**src/vcm_map.svh**
```systemverilog
// How it works
// - Air saving on and over six valve switches in three seconds: drop saving, hold suction.
// - Valve protection trip raises a warning and sets warning bit 0.
// - Lower-to-upper time over the limit sets bit 1 and turns status yellow.
// - Evacuation limit up to 9.99 s, zero means off, at index 0x006B.
// - Time from cycle start to lower point, in ms, readable at 0x0094.
// - Time from lower to upper point, in ms, readable at 0x0095.
// - Control mode: after saving stops suction, measure vacuum drop in mbar/s.
// - Leakage under limit: let vacuum fall to resume point, then suck again.
// - Leakage over limit: set bit 2, alternate display limit and vacuum.
// - Upper point never reached: bit 3 at end of suction phase, held.
// - Dynamic pressure above lower minus hysteresis and below upper sets bit 4.
// - Supply out of range: device status, bit 5 or 6, and a link event.
// - Undervoltage: stop valves; open falls to suction, closed to off, impulse holds.
// - Undervoltage during manual operation ends manual operation.
// - Overvoltage also raises a condition event.
// - Any event in a cycle turns status yellow; cause in word at 0x0092.
// - Bit 7 system pressure low in suction, bit 8 preset pressure out of range.
// - Bits 0 to 3 clear at cycle start and hold until the next cycle start.
// - Bit 4 clears at power-up and changes only on a new dynamic value.
// - Bits 5 to 8 follow present supply and pressure continuously.
// - Both times and leakage clear at cycle start, update once measured.
`ifndef VCM_MAP_SVH
`define VCM_MAP_SVH
`define VCM_IDX_EVAC_LIMIT   16'h006B
`define VCM_IDX_WARN         16'h0092
`define VCM_IDX_EVAC_FIRST   16'h0094
`define VCM_IDX_EVAC_SECOND  16'h0095
`define VCM_IDX_LEAK         16'h0096
`define VCM_IDX_DEVSTAT      16'h0097
`define VCM_EVAC_LIMIT_MAX   16'd999
`define VCM_EVAC_LIMIT_OFF   16'd0
`define VCM_EVAC_LIMIT_RST   16'd0
`define VCM_MS_PER_LIMIT_LSB 16'd10
`define VCM_CLK_MHZ          100
`define VCM_MS_NS            1000000
`define VCM_CLK_NS           10
`define VCM_MS_CYCLES        (`VCM_MS_NS / `VCM_CLK_NS)
`define VCM_WIN_MS           3000
`define VCM_WIN_SLOTS        30
`define VCM_SLOT_MS          100
`define VCM_SWITCH_MAX       6
`define VCM_LEAK_MS          1000
`define VCM_DYN_MS           1000
`define VCM_DYN_MIN_MBAR     16'd5
`define VCM_BLINK_MS         500
`define VCM_BIT_VALVE        0
`define VCM_BIT_EVAC         1
`define VCM_BIT_LEAK         2
`define VCM_BIT_UPPER        3
`define VCM_BIT_DYN          4
`define VCM_BIT_SUP_SENS     5
`define VCM_BIT_SUP_ACT      6
`define VCM_BIT_PRESS_LOW    7
`define VCM_BIT_PRESS_RANGE  8
`endif

```
**src/vcm_pkg.sv**
```systemverilog
package vcm_pkg;
  typedef enum logic [1:0] {VCM_VAR_OPEN, VCM_VAR_CLOSED, VCM_VAR_IMPULSE} vcm_variant_type;

  typedef struct packed {
    logic [15:0] upper_switch_point;
    logic [15:0] lower_switch_point;
    logic [15:0] lower_hysteresis;
    logic [15:0] resume_point;
    logic [15:0] leak_limit;
  } vcm_limits_type;

  typedef struct packed {
    logic sens_under;
    logic sens_over;
    logic act_under;
    logic act_over;
    logic press_low;
    logic press_range;
  } vcm_supply_type;

  typedef struct packed {
    logic        req;
    logic        wr;
    logic [15:0] index;
    logic [15:0] wdata;
  } vcm_param_req_type;
endpackage

```
**src/vcm_ms_tick.sv**
```systemverilog
`timescale 1ns/100ps
`default_nettype none
`include "vcm_map.svh"
module vcm_ms_tick #(
  parameter int CYCLES = `VCM_MS_CYCLES
) (
  input  wire logic clk,
  input  wire logic reset_n,
  output logic      tick
);
  logic [31:0] count;
  logic [31:0] next_count;

  always_comb begin
    next_count = (count == 32'(CYCLES - 1)) ? 32'h0 : count + 32'h1;
  end

  always_ff @(posedge clk or negedge reset_n) begin
    if (!reset_n) begin
      count <= 32'h0;
    end else begin
      count <= next_count;
    end
  end

  assign tick = (count == 32'(CYCLES - 1));
endmodule // vcm_ms_tick
`default_nettype wire

```
**src/vcm_switch_window.sv**
```systemverilog
`timescale 1ns/100ps
`default_nettype none
`include "vcm_map.svh"
module vcm_switch_window #(
  parameter int SLOTS   = `VCM_WIN_SLOTS,
  parameter int SLOT_MS = `VCM_SLOT_MS
) (
  input  wire logic       clk,
  input  wire logic       reset_n,
  input  wire logic       ms_tick,
  input  wire logic       switch_pulse,
  output logic      [7:0] total
);
  // Slot ring trades exactness of the window edge for area: 100 ms granularity
  logic [3:0]  slot [SLOTS];
  logic [3:0]  next_slot [SLOTS];
  logic [7:0]  ms_count;
  logic [7:0]  next_ms_count;
  logic [4:0]  head;
  logic [4:0]  next_head;
  logic        advance;

  always_comb begin
    advance       = ms_tick && (ms_count == 8'(SLOT_MS - 1));
    next_ms_count = ms_tick ? (advance ? 8'h0 : ms_count + 8'h1) : ms_count;
    next_head     = advance ? ((head == 5'(SLOTS - 1)) ? 5'h0 : head + 5'h1) : head;
    total         = 8'h0;
    for (int i = 0; i < SLOTS; i++) begin
      next_slot[i] = slot[i];
      total        = total + 8'(slot[i]);
    end
    if (advance) begin
      next_slot[next_head] = 4'(switch_pulse);
    end else if (switch_pulse && slot[head] != 4'hF) begin
      next_slot[head] = slot[head] + 4'h1;
    end
  end

  always_ff @(posedge clk or negedge reset_n) begin
    if (!reset_n) begin
      ms_count <= 8'h0;
      head     <= 5'h0;
      for (int i = 0; i < SLOTS; i++) begin
        slot[i] <= 4'h0;
      end
    end else begin
      ms_count <= next_ms_count;
      head     <= next_head;
      for (int i = 0; i < SLOTS; i++) begin
        slot[i] <= next_slot[i];
      end
    end
  end
endmodule // vcm_switch_window
`default_nettype wire

```
**src/vcm_condition_watch.sv**
```systemverilog
`timescale 1ns/100ps
`default_nettype none
`include "vcm_map.svh"
module vcm_condition_watch #(
  parameter int MS_CYCLES = `VCM_MS_CYCLES,
  parameter int LEAK_MS   = `VCM_LEAK_MS,
  parameter int DYN_MS    = `VCM_DYN_MS,
  parameter int BLINK_MS  = `VCM_BLINK_MS
) (
  input  wire logic                      clk,
  input  wire logic                      reset_n,
  input  wire vcm_pkg::vcm_param_req_type param_req,
  output logic                    [15:0] param_rdata,
  output logic                           param_ack,
  input  wire logic                      suction_cmd,
  input  wire logic                      air_saving_en,
  input  wire logic                      control_mode,
  input  wire logic                      manual_req,
  input  wire vcm_pkg::vcm_variant_type  variant,
  input  wire logic               [15:0] vacuum,
  input  wire vcm_pkg::vcm_limits_type   limits,
  input  wire vcm_pkg::vcm_supply_type   supply,
  output logic                           suction_valve,
  output logic                           valve_drive_en,
  output logic                           manual_active,
  output logic                           air_saving_dis,
  output logic                           status_yellow,
  output logic                           show_leak_limit,
  output logic                           link_event,
  output logic                    [15:0] leak_rate
);
  import vcm_pkg::*;

  typedef enum logic [2:0] {ST_IDLE, ST_EVAC, ST_HOLD, ST_LEAK, ST_DECAY} vcm_state_type;

  logic          ms_tick;
  logic    [7:0] switch_total;
  vcm_state_type state, next_state;
  logic   [15:0] evac_limit, next_evac_limit;
  logic    [8:0] warn, next_warn;
  logic   [15:0] evac_first, next_evac_first;
  logic   [15:0] evac_second, next_evac_second;
  logic   [15:0] next_leak_rate;
  logic   [15:0] phase_ms, next_phase_ms;
  logic   [15:0] leak_start, next_leak_start;
  logic          lower_seen, next_lower_seen;
  logic          upper_seen, next_upper_seen;
  logic          saving_dis, next_saving_dis;
  logic          valve, next_valve;
  logic          manual, next_manual;
  logic          suction_prev, next_suction_prev;
  logic          supply_bad_prev, next_supply_bad_prev;
  logic          event_q, next_event_q;
  logic   [15:0] blink_ms, next_blink_ms;
  logic          blink, next_blink;
  logic   [15:0] rdata, next_rdata;
  logic          ack, next_ack;
  logic          under_v, over_v, cycle_start, cycle_end, supply_bad;

  function automatic logic [15:0] sat_inc(input logic [15:0] v);
    return (v == 16'hFFFF) ? v : v + 16'h1;
  endfunction

  vcm_ms_tick #(.CYCLES(MS_CYCLES)) u_tick (
    .clk     (clk),
    .reset_n (reset_n),
    .tick    (ms_tick)
  );

  vcm_switch_window u_window (
    .clk          (clk),
    .reset_n      (reset_n),
    .ms_tick      (ms_tick),
    .switch_pulse (valve != next_valve),
    .total        (switch_total)
  );

  always_comb begin
    under_v     = supply.sens_under || supply.act_under;
    over_v      = supply.sens_over || supply.act_over;
    supply_bad  = under_v || over_v;
    cycle_start = suction_cmd && !suction_prev;
    cycle_end   = !suction_cmd && suction_prev;

    next_state           = state;
    next_warn            = warn;
    next_evac_first      = evac_first;
    next_evac_second     = evac_second;
    next_leak_rate       = leak_rate;
    next_phase_ms        = ms_tick ? sat_inc(phase_ms) : phase_ms;
    next_leak_start      = leak_start;
    next_lower_seen      = lower_seen;
    next_upper_seen      = upper_seen;
    next_saving_dis      = saving_dis;
    next_valve           = valve;
    next_manual          = manual_req;
    next_suction_prev    = suction_cmd;
    next_supply_bad_prev = supply_bad;
    next_event_q         = 1'b0;
    next_evac_limit      = evac_limit;
    next_ack             = param_req.req;
    next_rdata           = rdata;

    // Parameter access
    if (param_req.req && param_req.wr && param_req.index == `VCM_IDX_EVAC_LIMIT) begin
      if (param_req.wdata <= `VCM_EVAC_LIMIT_MAX) begin
        next_evac_limit = param_req.wdata;
      end
    end
    if (param_req.req && !param_req.wr) begin
      unique case (param_req.index)
        `VCM_IDX_EVAC_LIMIT:  next_rdata = evac_limit;
        `VCM_IDX_WARN:        next_rdata = {7'h0, warn};
        `VCM_IDX_EVAC_FIRST:  next_rdata = evac_first;
        `VCM_IDX_EVAC_SECOND: next_rdata = evac_second;
        `VCM_IDX_LEAK:        next_rdata = leak_rate;
        `VCM_IDX_DEVSTAT:     next_rdata = {15'h0, supply_bad};
        default:              next_rdata = 16'h0;
      endcase
    end

    // Suction cycle sequencing
    if (cycle_start) begin
      next_warn[3:0]   = 4'h0;
      next_evac_first  = 16'h0;
      next_evac_second = 16'h0;
      next_leak_rate   = 16'h0;
      next_phase_ms    = 16'h0;
      next_lower_seen  = 1'b0;
      next_upper_seen  = 1'b0;
      next_saving_dis  = 1'b0;
      next_valve       = 1'b1;
      next_state       = ST_EVAC;
    end else if (cycle_end) begin
      if (!upper_seen) begin
        next_warn[`VCM_BIT_UPPER] = 1'b1;
      end
      next_valve = 1'b0;
      next_state = ST_IDLE;
    end else begin
      unique case (state)
        ST_IDLE: next_valve = 1'b0;
        ST_EVAC: begin
          if (!lower_seen && vacuum >= limits.lower_switch_point) begin
            next_lower_seen = 1'b1;
            next_evac_first = phase_ms;
            next_phase_ms   = 16'h0;
          end
          if (lower_seen && !upper_seen && vacuum >= limits.upper_switch_point) begin
            next_upper_seen  = 1'b1;
            next_evac_second = phase_ms;
            if (evac_limit != `VCM_EVAC_LIMIT_OFF &&
                phase_ms > 16'(evac_limit * `VCM_MS_PER_LIMIT_LSB)) begin
              next_warn[`VCM_BIT_EVAC] = 1'b1;
            end
          end
          if (lower_seen && phase_ms == 16'(DYN_MS) && ms_tick) begin
            // Only a clean, open-nozzle reading replaces the old value
            if (vacuum >= `VCM_DYN_MIN_MBAR && vacuum < limits.upper_switch_point) begin
              next_warn[`VCM_BIT_DYN] = (vacuum > limits.lower_switch_point - limits.lower_hysteresis);
            end
          end
          if (vacuum >= limits.upper_switch_point && air_saving_en && !saving_dis) begin
            // Upper point counts as reached even when lower and upper pass in one sample
            next_upper_seen = 1'b1;
            next_valve      = 1'b0;
            next_leak_start = vacuum;
            next_phase_ms   = 16'h0;
            next_state      = control_mode ? ST_LEAK : ST_HOLD;
          end
        end
        ST_HOLD: if (vacuum < limits.resume_point) begin
          next_valve = 1'b1;
          next_state = ST_EVAC;
        end
        ST_LEAK: if (ms_tick && phase_ms == 16'(LEAK_MS - 1)) begin
          next_leak_rate = (vacuum < leak_start) ? leak_start - vacuum : 16'h0;
          if ((leak_start > vacuum) && (leak_start - vacuum > limits.leak_limit)) begin
            next_warn[`VCM_BIT_LEAK] = 1'b1;
          end
          next_state = ST_DECAY;
        end else if (vacuum < limits.resume_point) begin
          next_valve = 1'b1;
          next_state = ST_EVAC;
        end
        ST_DECAY: if (vacuum < limits.resume_point) begin
          next_valve = 1'b1;
          next_state = ST_EVAC;
        end
      endcase
    end

    // Valve protection
    if (suction_cmd && air_saving_en && !saving_dis && switch_total > 8'(`VCM_SWITCH_MAX)) begin
      next_saving_dis            = 1'b1;
      next_valve                 = 1'b1;
      next_state                 = ST_EVAC;
      next_warn[`VCM_BIT_VALVE]  = 1'b1;
    end

    // Continuous bits
    next_warn[`VCM_BIT_SUP_SENS]    = supply.sens_under || supply.sens_over;
    next_warn[`VCM_BIT_SUP_ACT]     = supply.act_under || supply.act_over;
    next_warn[`VCM_BIT_PRESS_LOW]   = supply.press_low && suction_cmd;
    next_warn[`VCM_BIT_PRESS_RANGE] = supply.press_range;
    if (supply_bad && !supply_bad_prev) begin
      next_event_q = 1'b1;
    end

    // Undervoltage fallback
    if (under_v) begin
      next_manual = 1'b0;
      unique case (variant)
        VCM_VAR_OPEN:   next_valve = 1'b1;
        VCM_VAR_CLOSED: next_valve = 1'b0;
        default:        next_valve = valve;
      endcase
    end

    next_blink_ms = blink_ms;
    next_blink    = blink;
    if (ms_tick) begin
      if (blink_ms == 16'(BLINK_MS - 1)) begin
        next_blink_ms = 16'h0;
        next_blink    = !blink;
      end else begin
        next_blink_ms = blink_ms + 16'h1;
      end
    end
  end

  always_ff @(posedge clk or negedge reset_n) begin
    if (!reset_n) begin
      state           <= ST_IDLE;
      warn            <= 9'h0;
      evac_first      <= 16'h0;
      evac_second     <= 16'h0;
      leak_rate       <= 16'h0;
      phase_ms        <= 16'h0;
      leak_start      <= 16'h0;
      lower_seen      <= 1'b0;
      upper_seen      <= 1'b0;
      saving_dis      <= 1'b0;
      valve           <= 1'b0;
      manual          <= 1'b0;
      suction_prev    <= 1'b0;
      supply_bad_prev <= 1'b0;
      event_q         <= 1'b0;
      evac_limit      <= `VCM_EVAC_LIMIT_RST;
      blink_ms        <= 16'h0;
      blink           <= 1'b0;
      rdata           <= 16'h0;
      ack             <= 1'b0;
    end else begin
      state           <= next_state;
      warn            <= next_warn;
      evac_first      <= next_evac_first;
      evac_second     <= next_evac_second;
      leak_rate       <= next_leak_rate;
      phase_ms        <= next_phase_ms;
      leak_start      <= next_leak_start;
      lower_seen      <= next_lower_seen;
      upper_seen      <= next_upper_seen;
      saving_dis      <= next_saving_dis;
      valve           <= next_valve;
      manual          <= next_manual;
      suction_prev    <= next_suction_prev;
      supply_bad_prev <= next_supply_bad_prev;
      event_q         <= next_event_q;
      evac_limit      <= next_evac_limit;
      blink_ms        <= next_blink_ms;
      blink           <= next_blink;
      rdata           <= next_rdata;
      ack             <= next_ack;
    end
  end

  // Drive is dropped at once on undervoltage, not a cycle later
  assign valve_drive_en  = !under_v;
  assign suction_valve   = valve;
  assign manual_active   = manual;
  assign air_saving_dis  = saving_dis;
  assign status_yellow   = (warn != 9'h0);
  assign show_leak_limit = warn[`VCM_BIT_LEAK] && blink;
  assign link_event      = event_q;
  assign param_rdata     = rdata;
  assign param_ack       = ack;
endmodule // vcm_condition_watch
`default_nettype wire

```
**config.mk**
```make
export PLATFORM = sky130hd
export DESIGN_NAME = vcm_condition_watch
export DESIGN_NICKNAME = d
export VERILOG_FILES = /design/src/vcm_pkg.sv /design/src/vcm_ms_tick.sv /design/src/vcm_switch_window.sv /design/src/vcm_condition_watch.sv
export VERILOG_INCLUDE_DIRS = /design/src /design/src/src
export SDC_FILE = /design/constraint.sdc
export NUM_CORES = 1
export LEC_CHECK = 0
export BUFFER_PORTS_ARGS = -buffer_cell sky130_fd_sc_hd__buf_2
export CAP_MARGIN = 5
export CELL_PAD_IN_SITES_DETAIL_PLACEMENT = 0
export CELL_PAD_IN_SITES_GLOBAL_PLACEMENT = 2
export CORE_MARGIN = 2
export CORE_UTILIZATION = 34
export DETAILED_ROUTE_END_ITERATION = 8
export PLACE_DENSITY_LB_ADDON = 0.05
export SKIP_CTS_REPAIR_TIMING = 1
export SLEW_MARGIN = 25
export SYNTH_ARGS = -nofsm -noshare
export SYNTH_HDL_FRONTEND = slang
export SYNTH_SLANG_ARGS = --single-unit
```
**constraint.sdc**
```tcl
create_clock -name clk -period 9.4 [get_ports clk]
set_clock_uncertainty 0.05 [all_clocks]
set_input_delay 0 -clock clk [delete_from_list [all_inputs] [get_ports clk]]
set_output_delay 0 -clock clk [all_outputs]
set_load 0.05 [all_outputs]
```
; Yosys cells after proc, flatten, opt, wreduce, memory -nomap -nowiden
; Cells that the tools add are included.
[word_totals]
reg_bits = 314
out_inout_bits = 40
inputBits = 144
[classes]
mux = 77
mul = 1
bitwise_logic = 4
n_reduce_logical = 69
add_sub_neg = 37
order_cmp = 16
eq_ne = 23
[op_table]
columns = cell, n
row1 = $mux W16, 21
row2 = $bwmux W120, 2
row3 = $mux W120, 2
row4 = $add A8 B4 Y8, 28
row5 = $pmux W16 S6, 1
row6 = $eq A16 B8 Y1 const B, 5
row7 = $gt A16 B16 Y1, 4
row8 = $lt A16 B16 Y1, 3
row9 = $demux W4 S5, 2
row10 = $add A16 B1 Y16 const B, 2
row11 = $add A32 B1 Y32 const B, 1
row12 = $eq A16 B10 Y1 const B, 2
row13 = $eq A32 B17 Y1 const B, 1
row14 = $ge A16 B16 Y1, 2
row15 = $mux W32, 1
row16 = $sub A16 B16 Y16, 2
row17 = $mux W1, 29
row18 = $logic_and A1 B1 Y1, 26
row19 = $mux W3, 7
row20 = $bmux W4 S5, 1
row21 = $reduce_bool A2 Y1, 10
row22 = $eq A16 B16 Y1 const B, 1
row23 = $eq A16 B7 Y1 const B, 1
row24 = $eq A16 B9 Y1 const B, 1
row25 = other kinds (43), 72

; Depth between registers and ports, before layout
; Gate-level depths: netlist of the first run.
[depth]
depth_word = 37
ltp_mapped = 29
depth_no_buf = 27

; By module
; A second synthesis of the first run with hierarchy kept.
[hier_totals]
cells_unflattened = 2434
hier_area_um2 = 23960.5
[by_module_without_submodules]
columns = module, cells_each, n_inst, area_per_inst_um2, seq_area_each_um2
row1 = vcm_switch_window, 1066, 1, 11237.0, 3328.2
row2 = vcm_condition_watch, 1225, 1, 11155.7, 3728.6
row3 = vcm_ms_tick, 143, 1, 1567.8, 800.8

; Worst setup path after synthesis of the first run
; Ideal clock, no wire load.
[synth_timing]
path_kind = register to register
startpoint = reg u_window.slot[113] (netlist name)
endpoint = reg u_window.slot[28] (netlist name)
t_required_ns = 9.222
setup_time_ns = 0.128
t_arrival_ns = 7.646
setup_slack_ns = 1.576
path_stages_with_launch = 28
synth_period_minus_slack_ns = 7.824
cell_sequence = dfrtp_1 ha_1 a21o_1 a21oi_1 xnor2_1 fa_1 inv_1 fa_1 fa_1 inv_1 fa_1 fa_1 fa_1 inv_1 fa_1 inv_1 ha_1 a211oi_1 o21ba_2 o2111ai_1 a41oi_1 o211ai_1 o21bai_1 o211ai_4 nand2_4 buf_2 o22a_1 mux2_1
[synth_via]
elab_chain_cells = 36
elab_cells_between_ends = 42
cone_classes = 29 x add/sub / 1 x order compare / 2 x eq/ne / 7 x mux / 3 x reduce/logical
[synth_lines]
columns = item, line_no
row1 = start: declaration, vcm_switch_window.sv:15  ; logic [3:0] slot [SLOTS];
row2 = start signal: indexed assignment, vcm_switch_window.sv:50  ; slot[i] <= next_slot[i];
row3 = $add A4 B4 Y5, vcm_switch_window.sv:30  ; total = total + 8'(slot[i]);
row4 = $add A8 B4 Y8 (28 in a row), vcm_switch_window.sv:30
row5 = $gt A8 B3 Y1, vcm_condition_watch.sv:194  ; if (suction_cmd && air_saving_en && !saving_dis && switch_total > 8'(`VCM_SWITCH_MAX)) begin
row6 = $logic_and A1 B1 Y1, vcm_condition_watch.sv:194
row7 = $mux W1, vcm_condition_watch.sv:194
row8 = $mux W1, vcm_condition_watch.sv:211  ; if (under_v) begin
row9 = $ne A1 B1 Y1, vcm_condition_watch.sv:74  ; .switch_pulse (valve != next_valve),
row10 = $bwmux W120 or $logic_and A1 B1 Y1 (tied branches), "vcm_switch_window.sv:33, vcm_switch_window.sv:34"
row11 = $mux W120 or $reduce_bool A2 Y1 (tied branches), n/a
; Parallel ways exist; a longest one is shown, timed or not. The select of a mux whose other input is x is not followed.
; A chain may end at the register's enable or synchronous reset.

; Worst setup path in the final report of the first run
[layout_timing]
startpoint = reg u_window.slot[113] (netlist name)
endpoint = reg u_window.slot[108] (netlist name)
; Same word-level chain as after synthesis.

==> out/metrics.yaml, run 1 <==
status: "complete, but fails checks"
violations: "negative hold slack"
fin_tns_setup_ps: 0
synthArstFlopShare_pct: 100
dr.first_iter.drc_count: 1077
grtUsageTotal_pct: 22.6
clockBufferDepth: 3
grt_pass1_vias: 19100
power_density_mw_per_mm2: 206
power.leakage_uw: 0.0127
synth_enable_flop_cells: 0
drcViolationCount: 0
dieArea_mm2: 0.0700
min_path_type: "primary input to flop"
root_buffer: "clkbuf_16"
ys_warn_count: 0
holdPathStages: 6
dpl.hpwl_mm: 60.4
min_period_over_period_pct: 93.4
initial_core_util_pct: 34.4
cts_tree: "yes"
cts_buffers: 41
holdWs_ps: -16.0
drt_pass1_iterations: 5
reg2reg_depth: 26
tightestPinTransition_ps: 999
critPathRequiredTime_ps: 9800
post-place-ws_ps: 648
htree_levels: 2
ant_nets: 0
max_cap_violations: 0
grt_setup_unrepaired: "no"
synth-main-ff-cell: "dfrtp_1"
drv_slew: 0
avgSynthCellArea_um2: 9.79
core_area_mm2: 0.0672
vias: 18600
vias_per_cell: 5.34
fin_ws_ps: 623
portBuffers: 183
synth_seq_area_share_pct: 34.1
gp_congestion: 0.870
final_layout_size_suffix_gt1_share_pct: 14.0
clkLatencyLatePin_ps: 560
grt.overflow.total: 0
wl_per_cell_um: 22.7
nNetsFinal: 3027
fmax_mhz: 114
worst-path-max-fanout: 32
grt_pass1_wl_mm: 121
clk_pin_slew_ps: 60
layout_commonest_cell: "inv_1"
boundaryPins: 184
power_uw: 5530
syn_inst: 2358
syn_nets: 2803
grt_max_degree: 140
wirelength_mm: 79.3
ys_seq_elements: 314
cp-end-kind: "flop"
rows: 95
fillers: 6675
die_x_um: 265
crit_type: "flop to flop"
yosys.cell_types.count: 83
finalHoldViolCount: 1
finalSetupViolCount: 0
mostFrequentLayoutCells: "317 x inv_1, 313 x dfrtp_1, 186 x ha_1"
ir_drop_mv: 0.260
clock_sinks: 314
start_kind: "flop"
antenna_found_initial: 1
period_needed_ps: 8780
synth_area_mm2: 0.0231
critPathArrivalTime_ps: 9170
syn2layout_area_growth_pct: 16.6
slew_headroom_pct: 32.9
dieHeight_um: 265
==> critical path, stage by stage (launching register included) <==
cell       delay, ps
dfrtp_1          430
ha_1             320
a21o_1           180
a21oi_1          170
xnor2_1          100
fa_1             480
inv_1             50
fa_1             500
fa_1             550
inv_1             60
fa_1             500
fa_1             520
fa_1             540
inv_1             50
fa_1             590
inv_1             60
ha_1             280
a211oi_1         440
o21ba_2          240
o2111ai_1        110
a41oi_1          270
o211ai_1         250
o21bai_1         320
o211ai_4         420
nand2_4          430
o22ai_2          350
mux2_2           390
==> cell type report <==
class,instances,area [um2],share of cell area (%)
sequential,314,7860,29.2
multi-input combinational,1651,13800,51.1
clock buffer,63,1240,4.61
clock inverter,10,110,0.409
tap,873,1090,4.06
inverter,317,1190,4.42
antenna,1,2.50,0.00930
timing repair buffer,257,1650,6.14
==> final timing paths <==
path	startpoint	endpoint	slack, ps
max reg2reg	u_window.slot[113]$_DFFE_PN0P_	u_window.slot[108]$_DFFE_PN0P_	620
min	param_req[18]	param_rdata[0]$_DFFE_PN0P_	-20
min reg2reg	supply_bad_prev$_DFF_PN0_	link_event$_DFF_PN0_	350
max in group asynchronous	reset_n	u_window.head[0]$_DFF_PN0_	7090
min in group asynchronous	reset_n	leak_start[1]$_DFFE_PN0P_	520
max	u_window.slot[113]$_DFFE_PN0P_	u_window.slot[108]$_DFFE_PN0P_	620
==> power by group <==
group,switching [uW],internal (uW)
sequential,93.4,1440
combinational,1490,927
clock,628,962
==> per-layer routing <==
layer | track usage, % | part of all wire, %
met4 | 7.54 | 3.3
met5 | 0 | 0.016
met2 | 37.5 | 47
met1 | 30.6 | 45
met3 | 2.94 | 4.3
==> cell usage after synthesis, types with 52 or more instances <==
cell type | n | area, um2
ha_1 | 186 | 2330
dfrtp_1 | 314 | 7860
nand3_1 | 81 | 405
xnor2_1 | 59 | 517
nand2_1 | 169 | 634
clkbuf_1 | 52 | 195
a21oi_1 | 71 | 355
fa_1 | 115 | 2300
inv_1 | 317 | 1190
nor2_1 | 142 | 533
mux2i_1 | 54 | 541
o21ai_0 | 104 | 521
==> logic make-up (layout without fill, tap and decap cells) <==
family | count (synthesis) | in the layout | synth area share (%)
compound gates | 481 | 481 | 14.6
flops | 314 | 314 | 34.1
mux | 133 | 133 | 7.27
other cells | 0 | 1 | 0
fa+ha+maj | 301 | 301 | 20.1
buf+inv | 393 | 647 | 6.51
simple gates | 631 | 631 | 13.5
xor+xnor | 105 | 105 | 3.99
==> metrics by stage <==
| stage | hold WS, ps | std cells | instance area (um2) | utilization, % |
|---|---|---|---|---|
| CTS | -518 | 3438 | 26400 | 39.3 |
| global placement | 89.0 | 3365 | 25000 | 37.3 |
| finish | -16.0 | 3486 | 26900 | 40.1 |
| floorplan | -346 | 2358 | 23100 | - |
| detailed placement | 72.5 | 3365 | 25000 | 37.3 |
| global route | 24.0 | 3485 | 26900 | 40.1 |
==> sequential cells by signal, summed over array words and instances, names as in the netlist, 3 cells and up <==
| signal | flops |
|---|---|
| leak_start | 16 |
| u_window.head | 5 |
| param_rdata | 16 |
| blink_ms | 16 |
| evac_second | 16 |
| warn | 8 |
| evac_first | 16 |
| state | 3 |
| leak_rate | 16 |
| u_tick.count | 32 |
| u_window.ms_count | 8 |
| u_window.slot | 120 |
| evac_limit | 16 |
| phase_ms | 16 |
(Power assumes the default switching activity.)
==> run 2, diff against run 1 <==
Settings changed: CTS_BUF_LIST set to sky130_fd_sc_hd__clkbuf_8 sky130_fd_sc_hd__clkbuf_16, CTS_CLUSTER_SIZE set to 14.
==> out/metrics.yaml, run 2 (same netlist as run 1, synthesis figures left out) <==
grt_max_degree: 140  # unchanged
crit_type: "flop to flop"  # unchanged
portBuffers: 183  # unchanged
seq_area_mm2: 0.00786  # unchanged
min_period_over_period_pct: 93.3  # was 93.4%
clk_pin_slew_ps: 60  # about the same
max_cap_violations: 0  # unchanged
finalSetupViolCount: 0  # unchanged
stdcell_area_mm2: 0.0269  # about the same
grt_setup_unrepaired: "no"  # unchanged
drt_pass1_iterations: 5  # unchanged
min_path_type: "primary input to flop"  # unchanged
clkLatencyLatePin_ps: 560  # about the same
multiInputGateArea_mm2: 0.0138  # unchanged
status: "complete, but fails checks"  # unchanged
clockBufferDepth: 3  # unchanged
mostFrequentLayoutCells: "325 x inv_1, 313 x dfrtp_1, 186 x ha_1"  # was 317 x inv_1, 313 x dfrtp_1, 186 x ha_1
dr.first_iter.drc_count: 1058  # was 1077
largest-register: "u_window.slot"  # unchanged
rows: 95  # unchanged
drcViolationCount: 0  # unchanged
layout_commonest_cell: "inv_1"  # unchanged
initial_core_util_pct: 34.4  # unchanged
start_kind: "flop"  # unchanged
core_area_mm2: 0.0672  # unchanged
ir_drop_mv: 0.263  # was 0.260 mV
dpl.hpwl_mm: 60.4  # unchanged
root_buffer: "clkbuf_16"  # unchanged
power.leakage_uw: 0.0127  # about the same
finalHoldViolCount: 1  # unchanged
p_comb_share_pct: 43.3  # was 43.6%
cts_tree: "yes"  # unchanged
final_layout_size_suffix_gt1_share_pct: 14.2  # was 14.0%
power.share.clock_pct: 29.2  # was 28.7%
power_density_mw_per_mm2: 207  # was 206 mW/mm2
grt_pass1_vias: 19100  # about the same
switching_power_uw: 2210  # about the same
slew_headroom_pct: 31.8  # was 32.9%
cp-end-kind: "flop"  # unchanged
holdWs_ps: -18.4  # was -16.0 ps
fillers: 6667  # was 6675
dieArea_mm2: 0.0700  # unchanged
period_needed_ps: 8770  # was 8780 ps
seqPwrFrac_pct: 27.5  # was 27.6%
tightestPinTransition_ps: 1020  # was 999 ps
wl_per_cell_um: 22.8  # was 22.7 um
largestRegisters: "u_window.slot: 120 flops, u_tick.count: 32 flops"  # unchanged
nNetsFinal: 3027  # unchanged
boundaryPins: 184  # unchanged
gp_congestion: 0.870  # unchanged
grtUsageTotal_pct: 22.7  # was 22.6%
vias: 18600  # about the same
largest_reg_flops: 120  # unchanged
antenna_found_initial: 1  # unchanged
power_uw: 5560  # was 5530 uW
placed_cell_area_mm2: 0.0250  # unchanged
grt.overflow.total: 0  # unchanged
fmax_mhz: 114  # about the same
fin_ws_ps: 629  # was 623 ps
worst-path-max-fanout: 32  # unchanged
syn2layout_area_growth_pct: 16.8  # was 16.6%
htree_levels: 2  # unchanged
switching_share_pct: 39.8  # was 39.9%
drv_slew: 0  # unchanged
r2r_start: "u_window.slot[113]$_DFFE_PN0P_"  # unchanged
utilization_pct: 40.1  # about the same
critPathLaunch: "u_window.slot[113]$_DFFE_PN0P_"  # unchanged
violations: "negative hold slack"  # unchanged
post-place-ws_ps: 648  # unchanged
dieHeight_um: 265  # unchanged
critPathArrivalTime_ps: 9170  # about the same
die_x_um: 265  # unchanged
fin_tns_setup_ps: 0  # unchanged
hp-start: "param_req[18]"  # unchanged
grt_pass1_wl_mm: 121  # about the same
cts_buffers: 41  # unchanged
wirelength_mm: 79.5  # was 79.3 mm
critPathRequiredTime_ps: 9800  # about the same
clock_sinks: 314  # unchanged
ant_nets: 0  # unchanged
vias_per_cell: 5.34  # about the same
p_int_uw: 3350  # was 3320 uW
-- run 2: final timing paths --
| check | end | slack [ps] | cells past startpoint |
|---|---|---|---|
| setup / recovery | u_window.slot[116]$_DFFE_PN0P_ | 630 | 26 |
| hold / removal | param_rdata[0]$_DFFE_PN0P_ | -20 | 6 |
| setup reg to reg | u_window.slot[116]$_DFFE_PN0P_ | 630 | 26 |
| hold reg to reg | link_event$_DFF_PN0_ | 350 | 1 |
| max in group asynchronous | u_window.head[0]$_DFF_PN0_ | 7090 | 5 |
| min in group asynchronous | leak_start[1]$_DFFE_PN0P_ | 510 | 4 |
-- run 2: worst max-delay path: stages, from the launching register on --
cell and delay [ps]:
dfrtp_1 430, ha_1 320, a21o_1 170, a21oi_1 170, xnor2_1 100, fa_1 480, inv_1 50, fa_1 500
fa_1 550, inv_1 60, fa_1 500, fa_1 520, fa_1 540, inv_1 50, fa_1 590, inv_1 60
ha_1 280, a211oi_1 440, o21ba_2 240, o2111ai_1 110, a41oi_1 270, o211ai_1 250, o21bai_1 320, o211ai_4 410
nand2_4 400, o22a_1 410, mux2_1 330
-- run 2: stage by stage --
stage / instances / hold WS (ps)
floorplan: 2358 / -346
global placement: 3365 / 89.0
detailed placement: 3365 / 72.5
CTS: 3439 / -518
global route: 3486 / 23.6
finish: 3487 / -18.4
-- run 2: final cells by class --
class	instances	area share, %
Tap cell	873	4.05
Clock inverter	21	0.669
Inverter	317	4.42
Multi-Input combinational cell	1651	51.0
Antenna cell	1	0.00929
Sequential cell	314	29.2
Clock buffer	53	4.50
Timing Repair Buffer	257	6.13
-- run 2: layer usage --
| metal | wire [um] | up-vias | global-route usage [%] |
|---|---|---|---|
| met2 | 37300 | 491 | 37.4 |
| li1 | - | 8728 | - |
| met5 | 13 | - | 0 |
| met3 | 3610 | 139 | 2.94 |
| met4 | 2740 | 2 | 7.60 |
| met1 | 35900 | 9275 | 30.7 |
-- run 2: power by group through the flow --
stage               registers [uW]  logic, uW  clock network [uW]
finish                        1530       2410                1620
global route                  1540       2730                1730
CTS                           1530       2410                1670
detailed placement            1560       2410                   0
global placement              1550       2370                   0
floorplan                     1620       1610                   0
==> run 3, diff against run 2 <==
--- a/config.mk
+++ b/config.mk
@@ -11,4 +11,5 @@
 export CELL_PAD_IN_SITES_DETAIL_PLACEMENT = 0
 export CELL_PAD_IN_SITES_GLOBAL_PLACEMENT = 2
+export CORE_ASPECT_RATIO = 0.5
 export CORE_MARGIN = 2
 export CORE_UTILIZATION = 34
==> constraint.sdc (replaced) <==
create_clock -name clk -period 9.4 [get_ports clk]
set_clock_uncertainty 0.05 [all_clocks]
set_input_delay 1.88 -clock clk [delete_from_list [all_inputs] [get_ports clk]]
set_output_delay 1.88 -clock clk [all_outputs]
set_load 0.05 [all_outputs]
==> out/metrics.yaml, run 3 (same netlist as run 1, synthesis figures left out) <==
status: "finished clean"  # was complete, but fails checks
drv_slew: 0  # unchanged
rows: 67  # was 95
drcViolationCount: 0  # unchanged
clkLatencyLatePin_ps: 550  # was 560 ps
gp_congestion: 0.834  # was 0.870
path_common_cell: "fa_1"  # unchanged
ir_drop_mv: 0.150  # was 0.263 mV
power.leakage_uw: 0.0124  # was 0.0127 uW
mostFrequentLayoutCells: "322 x inv_1, 313 x dfrtp_1, 186 x ha_1"  # was 325 x inv_1, 313 x dfrtp_1, 186 x ha_1
power_density_mw_per_mm2: 204  # was 207 mW/mm2
power.share.clock_pct: 27.9  # was 29.2%
min_period_over_period_pct: 93.3  # about the same
cp-end-kind: "flop"  # unchanged
crit_buf_inv: 5  # was 4
clockBufferDepth: 3  # unchanged
grt_setup_unrepaired: "no"  # unchanged
vias_per_cell: 5.23  # was 5.34
portBuffers: 183  # unchanged
largestRegisters: "u_window.slot: 120 flops, u_tick.count: 32 flops"  # unchanged
grtUsageTotal_pct: 22.1  # was 22.7%
dpl.hpwl_mm: 58.7  # was 60.4 mm
root_buffer: "clkbuf_16"  # unchanged
grt.overflow.total: 0  # unchanged
die_x_um: 372  # was 265 um
worst-path-max-fanout: 11  # was 32
cp_top_family: "adder cells"  # unchanged
finalSetupViolCount: 0  # unchanged
drt_pass1_iterations: 5  # unchanged
placed_cell_area_mm2: 0.0251  # was 0.0250 mm2
switching_share_pct: 40.5  # was 39.8%
period_needed_ps: 8770  # about the same
layout_commonest_cell: "inv_1"  # unchanged
seqPwrFrac_pct: 28.4  # was 27.5%
critPathRequiredTime_ps: 9810  # was 9800 ps
crit_type: "flop to flop"  # unchanged
p_comb_share_pct: 43.6  # was 43.3%
cts_tree: "yes"  # unchanged
antennaDiodeCount: 0  # was 1
grt_pass1_wl_mm: 118  # was 121 mm
wl_per_cell_um: 22.1  # was 22.8 um
fin_tns_setup_ps: 0  # unchanged
grt_max_degree: 131  # was 140
clock_sinks: 314  # unchanged
htree_levels: 2  # unchanged
p_int_uw: 3200  # was 3350 uW
clk_pin_slew_ps: 70  # was 60 ps
wirelength_mm: 76.5  # was 79.5 mm
cpPeakStageDelay_ps: 580  # was 590 ps
critPathSlowestCell: "fa_1"  # unchanged
finalHoldViolCount: 0  # was 1
cts_buffers: 37  # was 41
core_area_mm2: 0.0671  # was 0.0672 mm2
final_layout_size_suffix_gt1_share_pct: 14.3  # was 14.2%
power_uw: 5370  # was 5560 uW
boundaryPins: 184  # unchanged
switching_power_uw: 2170  # was 2210 uW
fmax_mhz: 114  # about the same
grt_pass1_vias: 18800  # was 19100
syn2layout_area_growth_pct: 14.1  # was 16.8%
antenna_found_initial: 1  # unchanged
slew_headroom_pct: 38.5  # was 31.8%
start_kind: "flop"  # unchanged
stdcell_area_mm2: 0.0263  # was 0.0269 mm2
dr.first_iter.drc_count: 1066  # was 1058
tightestPinTransition_ps: 915  # was 1020 ps
dieArea_mm2: 0.0701  # was 0.0700 mm2
largest_reg_flops: 120  # unchanged
dieHeight_um: 188  # was 265 um
largest-register: "u_window.slot"  # unchanged
max_cap_violations: 0  # unchanged
ant_nets: 0  # unchanged
critPathArrivalTime_ps: 9180  # was 9170 ps
nNetsFinal: 2978  # was 3027
min_path_type: "flop to flop"  # was primary input to flop
initial_core_util_pct: 34.4  # about the same
vias: 18100  # was 18600
==> run 3: changes by cell type in the layout (fill, tap and decap cells not counted), sizes merged <==
cell	before	now
clkbuf	53	49
bufinv	3	1
diode	1	0
inv	326	323
dlygate4sd3	45	0
clkinvlp	1	4
==> run 3: cell type report <==
cell class / count / area [um2]
repair buffers: 212 / 1170
fillers: 6818 / 40700
inverters: 317 / 1190
flip-flops and latches: 314 / 7860
multi-input cells: 1651 / 13700
well taps: 897 / 1120
clock inverters: 19 / 134
clock buffers: 49 / 1110
==> run 3: worst paths after layout <==
path / slack (ps) / cells past startpoint / from / end
worst max-delay path: 630 / 26 / u_window.slot[112]$_DFFE_PN0P_ / u_window.slot[85]$_DFFE_PN0P_
worst min-delay path: 350 / 1 / supply_bad_prev$_DFF_PN0_ / link_event$_DFF_PN0_
worst max register to register: 630 / 26 / u_window.slot[112]$_DFFE_PN0P_ / u_window.slot[85]$_DFFE_PN0P_
worst min register to register: 350 / 1 / supply_bad_prev$_DFF_PN0_ / link_event$_DFF_PN0_
max in group asynchronous: 6130 / 3 / reset_n / u_window.slot[74]$_DFFE_PN0P_
min in group asynchronous: 1330 / 1 / reset_n / leak_start[4]$_DFFE_PN0P_
==> run 3: power by group through the flow <==
stage | Clock [uW] | Combinational (uW) | Sequential, uW
final | 1500 | 2340 | 1530
after global routing | 1600 | 2700 | 1540
after CTS | 1540 | 2390 | 1530
after detailed placement | 0 | 2380 | 1550
after global placement | 0 | 2390 | 1550
after floorplan | 0 | 1610 | 1620
==> run 3: per-layer routing <==
metal | vias up | routed length (um) | GRT usage, %
li1 | 8616 | - | -
met1 | 9041 | 36700 | 31.9
met2 | 342 | 35400 | 36.0
met3 | 78 | 3070 | 2.73
met4 | 2 | 1330 | 3.97
met5 | - | 12 | 0
==> run 3: through the flow <==
stage | instances | utilization (%) | hold slack [ps] | setup slack (ps)
floorplan | 2358 | - | 328 | 1580
global placement | 3391 | 37.4 | 341 | 679
detailed placement | 3391 | 37.4 | 342 | 597
CTS | 3459 | 39.3 | 351 | 574
global route | 3459 | 39.3 | 374 | 37.1
finish | 3459 | 39.3 | 351 | 631
==> run 3: worst reg2reg max path, delay by kind of cell, from the launching register on <==
kind,cells,cell delay (ps)
adders and majority gates,10,4550
AOI/OAI and AO/OA,9,2380
buffers and inverters,5,610
and+or+nand+nor,1,520
DFF,1,410
xor gates and xnor gates,1,170
